**config.mk**
```make
export PLATFORM = sky130hd
export DESIGN_NAME = dcgoc_dev_flat
export DESIGN_NICKNAME = d
export VERILOG_FILES = /design/src/dcgoc_pkg.sv /design/src/dcgoc_if.sv /design/src/dcgoc_dev.sv /design/src/flat_wrapper.sv
export SDC_FILE = /design/constraint.sdc
export NUM_CORES = 1
export LEC_CHECK = 0
export BUFFER_PORTS_ARGS = -buffer_cell sky130_fd_sc_hd__buf_2
export CELL_PAD_IN_SITES_DETAIL_PLACEMENT = 1
export CELL_PAD_IN_SITES_GLOBAL_PLACEMENT = 1
export CORE_UTILIZATION = 38
export CTS_CLUSTER_DIAMETER = 50
export DETAILED_ROUTE_END_ITERATION = 8
export PLACE_DENSITY_LB_ADDON = 0.3
export SETUP_SLACK_MARGIN = 0.15
export SLEW_MARGIN = 20
export SYNTH_ARGS = -nofsm -noshare
export SYNTH_HDL_FRONTEND = slang
export SYNTH_SLANG_ARGS = --single-unit
```
**constraint.sdc**
```tcl
create_clock -name pclk -period 2.1 [get_ports pclk]
set_input_delay 0.21 -clock pclk [delete_from_list [all_inputs] [get_ports pclk]]
set_output_delay 0.21 -clock pclk [all_outputs]
set_load 0.1 [all_outputs]
```
**src/dcgoc_pkg.sv**
```systemverilog
package dcgoc_pkg;

  // Register offsets of the deserializer end.
  localparam logic [7:0] REG_SER_ADDR = 8'h00;
  localparam logic [7:0] REG_DES_ADDR = 8'h01;
  localparam logic [7:0] REG_PIN = 8'h06;
  localparam logic [7:0] REG_SYNC_INV = 8'h0e;
  localparam logic [7:0] REG_FUNC = 8'h10;
  localparam logic [7:0] REG_AUD_INV = 8'h1d;
  localparam logic [7:0] LOCK_LAST = 8'h1f;

  // Field positions.
  localparam int ADDR_LSB = 1;
  localparam int LOCK_BIT = 0;
  localparam int STAG_BIT = 7;
  localparam int AUTORST_BIT = 6;
  localparam int GPI_DIS_BIT = 5;
  localparam int PINB_DRV_BIT = 3;
  localparam int PINB_LVL_BIT = 2;
  localparam int PINA_DRV_BIT = 1;
  localparam int PINA_LVL_BIT = 0;
  localparam int HS_INV_BIT = 0;
  localparam int VS_INV_BIT = 1;
  localparam int DE_INV_BIT = 2;
  localparam int SCK_INV_BIT = 0;
  localparam int WS_INV_BIT = 1;
  localparam int ENC_SEL_BIT = 0;
  localparam int AUTH_SEL_BIT = 1;
  localparam int AUTH_FLAG_BIT = 2;

  // Reset values.
  localparam logic [6:0] SER_ADDR_RST = 7'h40;
  localparam logic [6:0] DES_ADDR_RST = 7'h48;
  localparam logic [7:0] PIN_RST = 8'h0a;

  // Three-level strap codes.
  typedef enum logic [1:0] {
    STRAP_LOW = 2'b00,
    STRAP_MID = 2'b01,
    STRAP_HIGH = 2'b10
  } dcgoc_strap_e;

  // Output stagger delays in picoseconds.
  localparam logic [10:0] STAG_G0_PS = 11'd0;
  localparam logic [10:0] STAG_G1_PS = 11'd500;
  localparam logic [10:0] STAG_G2_PS = 11'd1000;
  localparam logic [10:0] STAG_G3_PS = 11'd1500;
  localparam logic [10:0] STAG_PCLK_PS = 11'd750;

  // Control channel pacing.
  localparam int CLK_HZ = 20_000_000;
  localparam int CTRL_BPS = 1_000_000;
  localparam int CTRL_BIT_CYC = CLK_HZ / CTRL_BPS;

  // Host APB map.
  localparam logic [11:0] H_CMD = 12'h000;
  localparam logic [11:0] H_STAT = 12'h004;
  localparam logic [11:0] H_CAP = 12'h008;
  localparam logic [11:0] H_PAIR = 12'h00c;
  localparam int CMD_WR_BIT = 16;
  localparam int CMD_CHG_BIT = 17;

  // Settings that a partner lacking feature i forbids: offset, bit, bad value.
  localparam int FEAT_N = 7;
  localparam logic [7:0] FEAT_REG [FEAT_N] = '{8'h80, 8'h81, 8'h82, 8'h83, 8'h84,
                                               8'h85, 8'h02};
  localparam logic [2:0] FEAT_BIT [FEAT_N] = '{3'h0, 3'h0, 3'h0, 3'h0, 3'h0, 3'h0, 3'h4};
  localparam logic FEAT_BAD [FEAT_N] = '{1'b1, 1'b1, 1'b1, 1'b0, 1'b1, 1'b1, 1'b1};

endpackage : dcgoc_pkg

```
**src/dcgoc_if.sv**
```systemverilog
`timescale 1ns/1ps
interface dcgoc_if;
  logic req;
  logic wr;
  logic [7:0] addr;
  logic [7:0] wdata;
  logic ack;
  logic [7:0] rdata;

  modport dev (input req, input wr, input addr, input wdata, output ack, output rdata);
  modport host (output req, output wr, output addr, output wdata, input ack, input rdata);
endinterface : dcgoc_if

```
**src/dcgoc_dev.sv**
```systemverilog
// Chosen here: the APB interface to the registers.
`timescale 1ns/1ps
// Overview of operation
// - Writable serializer and deserializer addresses at 0x00, 0x01.
// - Host changes own device first, then paired.
// - Straps decode low, high or floating mid.
// - Lock makes 0x00 through 0x1F read only.
// - Only power-down or reset clears lock, never software.
// - Host keeps content protection off without partner.
// - Host uses 24/32-bit modes without high bandwidth.
// - Host avoids I2C-to-I2C without partner support.
// - Host sets 100mV reverse amplitude without coax.
// - Host uses legacy reverse channel without immunity.
// - Host uses two-channel audio without multichannel.
// - Host disables audio without partner audio.
// - Sync and enable inversion bits in 0x0E.
// - Audio clock inversion bits in 0x1D.
// - Two open-drain pins, controls at 0x06.
// - Zero pulls pin low, one releases it.
// - Pin levels always sampled into 0x06.
// - Host releases pin before using as input.
// - Staggered output delays by default.
// - Stagger disable gives all zero delay.
// - Control channel keeps pace up to 1Mbps.
// - Pin A can mirror encryption status.
// - Pin B can show authentication start.
module dcgoc_dev #(
  parameter logic [6:0] SER_ADDR_INIT = dcgoc_pkg::SER_ADDR_RST,
  parameter logic [6:0] DES_ADDR_INIT = dcgoc_pkg::DES_ADDR_RST
) (
  // Clock and reset
  input wire logic pclk,
  input wire logic presetn,
  // Control channel
  dcgoc_if.dev link,
  // Strap pins as threshold comparator outputs
  input wire logic cable_type_strap_hi,
  input wire logic cable_type_strap_lo,
  input wire logic bus_width_strap_hi,
  input wire logic bus_width_strap_lo,
  output dcgoc_pkg::dcgoc_strap_e cable_type_strap,
  output dcgoc_pkg::dcgoc_strap_e bus_width_strap,
  // Power-down pin
  input wire logic power_down_n,
  // Video sync path
  input wire logic hsync_in,
  input wire logic vsync_in,
  input wire logic de_in,
  output logic hsync_out,
  output logic vsync_out,
  output logic de_out,
  // Audio clocks
  input wire logic ws_in,
  input wire logic sck_in,
  output logic ws_out,
  output logic sck_out,
  // Open-drain pins
  input wire logic pin_a_i,
  output logic pin_a_o,
  output logic pin_a_oe,
  input wire logic pin_b_i,
  output logic pin_b_o,
  output logic pin_b_oe,
  // Security status from the receiver
  input wire logic encrypt_enabled,
  input wire logic auth_key_written,
  // Output stagger settings
  output logic [3:0][10:0] group_delay_ps,
  output logic [10:0] pixel_clock_out_delay_ps
);
  import dcgoc_pkg::*;

  typedef struct packed {
    logic [6:0] s1;
    logic [6:0] s2;
    logic [1:0] boot_cnt;
    dcgoc_strap_e ct_strap;
    dcgoc_strap_e bw_strap;
    logic [6:0] ser_addr;
    logic [6:0] des_addr;
    logic lock;
    logic [7:0] pin;
    logic [2:0] sync_inv;
    logic [1:0] aud_inv;
    logic enc_sel;
    logic auth_sel;
    logic auth_flag;
    logic ack;
    logic [7:0] rdata;
    logic [2:0] vid;
    logic [1:0] aud;
    logic pa_oe;
    logic pb_oe;
    logic [3:0][10:0] gdel;
    logic [10:0] pdel;
  } dcgoc_dev_s;

  dcgoc_dev_s r_reg;
  dcgoc_dev_s r_next;
  logic take;
  logic wr_ok;
  logic [7:0] wd;
  logic pa_val;
  logic pb_val;

  // Three-level decode: a floating pin trips neither comparator.
  function automatic dcgoc_strap_e strap_dec(input logic hi, input logic lo);
    if (hi) begin
      return STRAP_HIGH;
    end else if (lo) begin
      return STRAP_LOW;
    end else begin
      return STRAP_MID;
    end
  endfunction : strap_dec

  // Next-state logic for the whole end.
  always_comb begin
    r_next = r_reg;
    take = 1'b0;
    wr_ok = 1'b0;
    wd = link.wdata;
    pa_val = 1'b1;
    pb_val = 1'b1;
    // Pins cross two flops; the first stage feeds only the second.
    r_next.s1 = {power_down_n, cable_type_strap_hi, cable_type_strap_lo,
                 bus_width_strap_hi, bus_width_strap_lo, pin_a_i, pin_b_i};
    r_next.s2 = r_reg.s1;
    // Straps are caught once, after the synchronisers have filled.
    if (r_reg.boot_cnt != 2'd3) begin
      r_next.boot_cnt = r_reg.boot_cnt + 2'd1;
      if (r_reg.boot_cnt == 2'd2) begin
        r_next.ct_strap = strap_dec(r_reg.s2[5], r_reg.s2[4]);
        r_next.bw_strap = strap_dec(r_reg.s2[3], r_reg.s2[2]);
      end
    end
    // One-cycle answer per request, so any bit-level pacing is met.
    take = link.req & ~r_reg.ack;
    r_next.ack = take;
    // Writes into the locked range are answered but dropped.
    wr_ok = take & link.wr & ~(r_reg.lock & (link.addr <= LOCK_LAST));
    if (wr_ok) begin
      unique case (link.addr)
        REG_SER_ADDR: r_next.ser_addr = wd[7:ADDR_LSB];
        REG_DES_ADDR: begin
          r_next.des_addr = wd[7:ADDR_LSB];
          r_next.lock = wd[LOCK_BIT];
        end
        REG_PIN: begin
          r_next.pin[STAG_BIT] = wd[STAG_BIT];
          r_next.pin[AUTORST_BIT] = wd[AUTORST_BIT];
          r_next.pin[GPI_DIS_BIT] = wd[GPI_DIS_BIT];
          r_next.pin[PINB_DRV_BIT] = wd[PINB_DRV_BIT];
          r_next.pin[PINA_DRV_BIT] = wd[PINA_DRV_BIT];
        end
        REG_SYNC_INV: r_next.sync_inv = wd[2:0];
        REG_AUD_INV: r_next.aud_inv = wd[1:0];
        REG_FUNC: begin
          r_next.enc_sel = wd[ENC_SEL_BIT];
          r_next.auth_sel = wd[AUTH_SEL_BIT];
          r_next.auth_flag = wd[AUTH_FLAG_BIT] & r_reg.auth_flag;
        end
        default: ;
      endcase
    end
    // A key write sets the flag even in the cycle software clears it.
    if (auth_key_written) begin
      r_next.auth_flag = 1'b1;
    end
    // Power-down and reset are the only ways out of the lock.
    if (!r_reg.s2[6]) begin
      r_next.lock = 1'b0;
    end
    // Input buffers never switch off, so levels refresh every cycle.
    r_next.pin[PINA_LVL_BIT] = r_reg.s2[1];
    r_next.pin[PINB_LVL_BIT] = r_reg.s2[0];
    r_next.pin[4] = 1'b0;
    // Read data is taken from the registers as they stand.
    if (take) begin
      unique case (link.addr)
        REG_SER_ADDR: r_next.rdata = {r_reg.ser_addr, 1'b0};
        REG_DES_ADDR: r_next.rdata = {r_reg.des_addr, r_reg.lock};
        REG_PIN: r_next.rdata = r_reg.pin;
        REG_SYNC_INV: r_next.rdata = {5'h00, r_reg.sync_inv};
        REG_AUD_INV: r_next.rdata = {6'h00, r_reg.aud_inv};
        REG_FUNC: r_next.rdata = {5'h00, r_reg.auth_flag, r_reg.auth_sel, r_reg.enc_sel};
        default: r_next.rdata = 8'h00;
      endcase
    end
    // Internal polarity is active high; the bits flip the pins.
    r_next.vid = {de_in ^ r_reg.sync_inv[DE_INV_BIT],
                  vsync_in ^ r_reg.sync_inv[VS_INV_BIT],
                  hsync_in ^ r_reg.sync_inv[HS_INV_BIT]};
    r_next.aud = {ws_in ^ r_reg.aud_inv[WS_INV_BIT],
                  sck_in ^ r_reg.aud_inv[SCK_INV_BIT]};
    // Pin value: software bit, or a security status when selected.
    pa_val = r_reg.enc_sel ? encrypt_enabled : r_reg.pin[PINA_DRV_BIT];
    pb_val = r_reg.auth_sel ? r_reg.auth_flag : r_reg.pin[PINB_DRV_BIT];
    r_next.pa_oe = ~pa_val;
    r_next.pb_oe = ~pb_val;
    // Stagger codes drive the output delay cells of each group.
    if (r_reg.pin[STAG_BIT]) begin
      r_next.gdel = '0;
      r_next.pdel = 11'd0;
    end else begin
      r_next.gdel = {STAG_G3_PS, STAG_G2_PS, STAG_G1_PS, STAG_G0_PS};
      r_next.pdel = STAG_PCLK_PS;
    end
  end

  // State register.
  always_ff @(posedge pclk or negedge presetn) begin
    if (!presetn) begin
      r_reg <= '0;
      r_reg.ct_strap <= STRAP_MID;
      r_reg.bw_strap <= STRAP_MID;
      r_reg.ser_addr <= SER_ADDR_INIT;
      r_reg.des_addr <= DES_ADDR_INIT;
      r_reg.pin <= PIN_RST;
      r_reg.gdel <= {STAG_G3_PS, STAG_G2_PS, STAG_G1_PS, STAG_G0_PS};
      r_reg.pdel <= STAG_PCLK_PS;
    end else begin
      r_reg <= r_next;
    end
  end

  // Outputs come straight from state; pins only ever pull low.
  assign link.ack = r_reg.ack;
  assign link.rdata = r_reg.rdata;
  assign cable_type_strap = r_reg.ct_strap;
  assign bus_width_strap = r_reg.bw_strap;
  assign {de_out, vsync_out, hsync_out} = r_reg.vid;
  assign {ws_out, sck_out} = r_reg.aud;
  assign pin_a_o = 1'b0;
  assign pin_b_o = 1'b0;
  assign pin_a_oe = r_reg.pa_oe;
  assign pin_b_oe = r_reg.pb_oe;
  assign group_delay_ps = r_reg.gdel;
  assign pixel_clock_out_delay_ps = r_reg.pdel;

endmodule : dcgoc_dev

```
**src/flat_wrapper.sv**
```systemverilog
// flat-port wrapper written by rule: the top's interface ports become plain ports
module dcgoc_dev_flat import dcgoc_pkg::*;
#(
  parameter logic [6:0] SER_ADDR_INIT = dcgoc_pkg::SER_ADDR_RST,
  parameter logic [6:0] DES_ADDR_INIT = dcgoc_pkg::DES_ADDR_RST
)
  (pclk, presetn, cable_type_strap_hi, cable_type_strap_lo, bus_width_strap_hi, bus_width_strap_lo, cable_type_strap, bus_width_strap, power_down_n, hsync_in, vsync_in, de_in, hsync_out, vsync_out, de_out, ws_in, sck_in, ws_out, sck_out, pin_a_i, pin_a_o, pin_a_oe, pin_b_i, pin_b_o, pin_b_oe, encrypt_enabled, auth_key_written, group_delay_ps, pixel_clock_out_delay_ps, link_req, link_wr, link_addr, link_wdata, link_ack, link_rdata);
  dcgoc_if link_i ();
  input wire logic pclk;
  input wire logic presetn;
  input wire logic cable_type_strap_hi;
  input wire logic cable_type_strap_lo;
  input wire logic bus_width_strap_hi;
  input wire logic bus_width_strap_lo;
  output dcgoc_pkg::dcgoc_strap_e cable_type_strap;
  output dcgoc_pkg::dcgoc_strap_e bus_width_strap;
  input wire logic power_down_n;
  input wire logic hsync_in;
  input wire logic vsync_in;
  input wire logic de_in;
  output logic hsync_out;
  output logic vsync_out;
  output logic de_out;
  input wire logic ws_in;
  input wire logic sck_in;
  output logic ws_out;
  output logic sck_out;
  input wire logic pin_a_i;
  output logic pin_a_o;
  output logic pin_a_oe;
  input wire logic pin_b_i;
  output logic pin_b_o;
  output logic pin_b_oe;
  input wire logic encrypt_enabled;
  input wire logic auth_key_written;
  output logic [3:0][10:0] group_delay_ps;
  output logic [10:0] pixel_clock_out_delay_ps;
  input wire logic [$bits(link_i.req)-1:0] link_req;
  input wire logic [$bits(link_i.wr)-1:0] link_wr;
  input wire logic [$bits(link_i.addr)-1:0] link_addr;
  input wire logic [$bits(link_i.wdata)-1:0] link_wdata;
  output wire logic [$bits(link_i.ack)-1:0] link_ack;
  output wire logic [$bits(link_i.rdata)-1:0] link_rdata;
  assign link_i.req = link_req;
  assign link_i.wr = link_wr;
  assign link_i.addr = link_addr;
  assign link_i.wdata = link_wdata;
  assign link_ack = link_i.ack;
  assign link_rdata = link_i.rdata;
  dcgoc_dev #(.SER_ADDR_INIT(SER_ADDR_INIT), .DES_ADDR_INIT(DES_ADDR_INIT)) u_core (.pclk(pclk), .presetn(presetn), .link(link_i), .cable_type_strap_hi(cable_type_strap_hi), .cable_type_strap_lo(cable_type_strap_lo), .bus_width_strap_hi(bus_width_strap_hi), .bus_width_strap_lo(bus_width_strap_lo), .cable_type_strap(cable_type_strap), .bus_width_strap(bus_width_strap), .power_down_n(power_down_n), .hsync_in(hsync_in), .vsync_in(vsync_in), .de_in(de_in), .hsync_out(hsync_out), .vsync_out(vsync_out), .de_out(de_out), .ws_in(ws_in), .sck_in(sck_in), .ws_out(ws_out), .sck_out(sck_out), .pin_a_i(pin_a_i), .pin_a_o(pin_a_o), .pin_a_oe(pin_a_oe), .pin_b_i(pin_b_i), .pin_b_o(pin_b_o), .pin_b_oe(pin_b_oe), .encrypt_enabled(encrypt_enabled), .auth_key_written(auth_key_written), .group_delay_ps(group_delay_ps), .pixel_clock_out_delay_ps(pixel_clock_out_delay_ps));
endmodule
```
==> results.md <==
* Die extent in y at 94.24 µm
* Main synth FF type: dfrtp_1
* Clk Tree Root Cell: clkbuf_8
* Min Tclk post-route at roughly 1.9 ns
* CTS sink count at 67
* Total core area at roughly 8200 µm²
* # fillers at 943
* Diodes inserted at 0
* Max Buffers Root-to-Sink at 2
* Least-Margin Pin Slew at 0.6810 ns
* Max cap viols at 0
* WP data arrival at 2.08 ns
* Worst reg2reg setup slack at 0.25 ns
* Synth warn at 0
* Reg2reg start: u_core.link.ack
* Chip width at 94.24 µm
* H-Tree Level Count at 3
* Worst hold path class: primary input to register
* Residual DRC at 0
* Clock share of power at between 30 and 40%
* Total Nets Final at 371
* Cell Area, Synth at 3233 µm²
* Share of cells above drive strength 1 at 43.82%
* Rows at 33
* Util after Layout at 44.75%
* Slew HR at 54.60%
* # setup viols final at 0
* FF-to-FF path depth at 4
* Antenna Nets Post-Route at 0
* CTS tree: yes
* Avg Inst Size Synth at 11.76 µm²
* Vias at ~2000
* Cells after Synth at between 200 and 300
* Leakage Power at between 0.0015 and 0.002 µW
* Hold slack at 0.03963 ns
* Worst Skew at 0.008198 ns
* CTS Buf Count at 9
* GP Congestion at 0.8031
* Crit Path Max Fanout at 7
* Pint at 2061 µW
* Die footprint at 8881 µm²
* Crit path kind: register to register
* CP Launch Type: register
* Max IR drop VDD at 0.4509 mV
* Fin crit share at approximately nine tenths
* Leading cell types in the layout, fill and taps excluded: buf_2, dfrtp_1, mux2_2, conb_1, nand2_1
* Crit path from: u_core.link.ack
* Largest net degree at the start of global routing at 31
* Capturing element type of the critical path: register
* Initial antenna violation count at 0
* Post-CTS setup buffer count at 0
* Switching power at approximately 980 µW
* GRT overflow at 0
* DRT Pass-1 Iters at 4
* #FFs+latches synth at 67
* Post-synth EDFFs at 0
* Initial Util at between 30% and 40%
* First-pass GRT wire length at 10110 µm
* RR Endpoint: u_core.r_reg[96]
* Max reg flops at 37
* DP HPWL at 4682 µm
* FFs w/ async S/R, synth at 100.0%
* Highest clock rate at approximately 540 MHz
* Post-DR wirelength/cell at 14.14 µm
* Max-slew violation count at 0
* Total wire length at 6294 µm
* Clk Latency, worst-skew pair at 0.34 ns
* Sequential share of the synthesized area at 52.17%
* Worst Setup EP: u_core.r_reg[96]
* Sw frac at 32.28%
* Port Buffers at 79
* Unrepaired setup endpoints after global routing: no
* Final Hold Fails at 0
* Drt first-iter violations at 80
* Comb pwr share at 19.0%
* Worst path required time at 2.33 ns
* Vias/cell at 4.537
* Seq pwr share at 44.3%
* Setup Total Neg Slack at 0 ns
* Overall global routing resource usage at 15.64%
* Clock transition at path regs at approximately 0.070 ns
* Netlist cell types at 39
* PwrDens at around 830 nW/µm²
* Post-synthesis to final-layout area growth at 13.74%
* Status: finished clean
* Commonest non-fill, non-tap cell in the layout: buf_2
* Vias in the first global route at 1985
* I/O pin total at 111
==> critical path: stages (launching register included) <==
cell and delay (ns):
dfrtp_4 0.48, nand2b_1 0.18, nor3b_2 0.30, and4b_2 0.42, mux2_2 0.36
==> metrics by stage <==
stage | instances | cell area, µm² | setup WS [ns] | total power, µW
6_report | 445 | 3677 | 0.2466 | 3044
5_1_grt | 445 | 3677 | 0.2052 | 3167
4_1_cts | 445 | 3676 | 0.1526 | 3098
3_5_place_dp | 421 | 3382 | 0.1434 | 1943
3_3_place_gp | 421 | 3382 | 0.1509 | 1937
2_1_floorplan | 305 | 3354 | 0.2040 | 1894
==> how the worst min path moves through the flow <==
stage / cells after the start / endpoint / startpoint
6_report: 2 / u_core.vsync_out / vsync_in
5_1_grt: 2 / u_core.pin_a_oe / encrypt_enabled
4_1_cts: 2 / u_core.vsync_out / vsync_in
3_5_place_dp: 1 / u_core.hsync_out / presetn
3_3_place_gp: 1 / u_core.hsync_out / presetn
2_1_floorplan: 0 / u_core.bus_width_strap[1] / presetn
==> synth_stat cells (2+ instances only) <==
library cell | n | share of area (%)
nand3_1 | 2 | 0.31
buf_6 | 2 | 0.70
o21ai_0 | 9 | 1.4
o31ai_1 | 2 | 0.46
buf_4 | 70 | 16
nor2_1 | 11 | 1.3
dfstp_2 | 8 | 6.5
nor3_1 | 6 | 0.93
nor4_1 | 2 | 0.39
nand3b_1 | 3 | 0.70
ha_1 | 2 | 0.77
dfrtp_1 | 59 | 46
a21oi_1 | 7 | 1.1
nand2_1 | 15 | 1.7
xor2_1 | 5 | 1.4
clkbuf_1 | 4 | 0.46
mux2i_1 | 11 | 3.4
inv_1 | 5 | 0.58
mux2_2 | 31 | 11
or3_1 | 2 | 0.39
==> final cells by class <==
type,instances,area (µm²),share of cell area [%]
Clock buffer,13,168.9,4.593
Clock inverter,3,45.04,1.225
Inverter,5,18.77,0.5104
Sequential cell,67,1690,45.97
Timing Repair Buffer,96,543.0,14.77
Multi-Input combinational cell,156,1080,29.36
Tap cell,105,131.4,3.573
==> metal layers <==
metal | vias up | GRT usage (%) | part of all wire [%]
met3 | 11 | 6.230 | 8.6
met5 | - | 0 | 0
met2 | 90 | 24.88 | 49
met1 | 973 | 18.78 | 41
met4 | 0 | 6.282 | 1.2
li1 | 945 | - | -
==> kinds of logic (layout without fill, tap and decap cells) <==
| family | Yosys count | count (layout) | synth area share, % |
|---|---|---|---|
| AO/OA/AOI/OAI | 25 | 25 | 4.721 |
| XOR/XNOR | 6 | 6 | 1.625 |
| adder cells (fa/ha/maj) | 2 | 2 | 0.7739 |
| buffers and inverters | 82 | 117 | 18.11 |
| flip-flops | 67 | 67 | 52.17 |
| multiplexers | 42 | 42 | 14.20 |
| other | 1 | 31 | 0.1160 |
| AND/OR/NAND/NOR | 50 | 50 | 8.282 |
==> what timing repair did <==
| item | in CTS | in global routing |
|---|---|---|
| endpoints found under the setup margin | 0 | 6 |
| resized for setup | 0 | 1 |
| hold endpoints to repair | 29 | 0 |
| hold buffers | 8 | 0 |
==> power groups by stage <==
stage / sequential [µW] / combinational (µW) / clock (µW)
after floorplan: 1430 / 468 / 0
after global placement: 1370 / 566 / 0
after detailed placement: 1370 / 570 / 0
after CTS: 1350 / 582 / 1170
after global routing: 1350 / 605 / 1210
final: 1350 / 579 / 1120
Note: power is estimated with default switching activity, not from simulation.
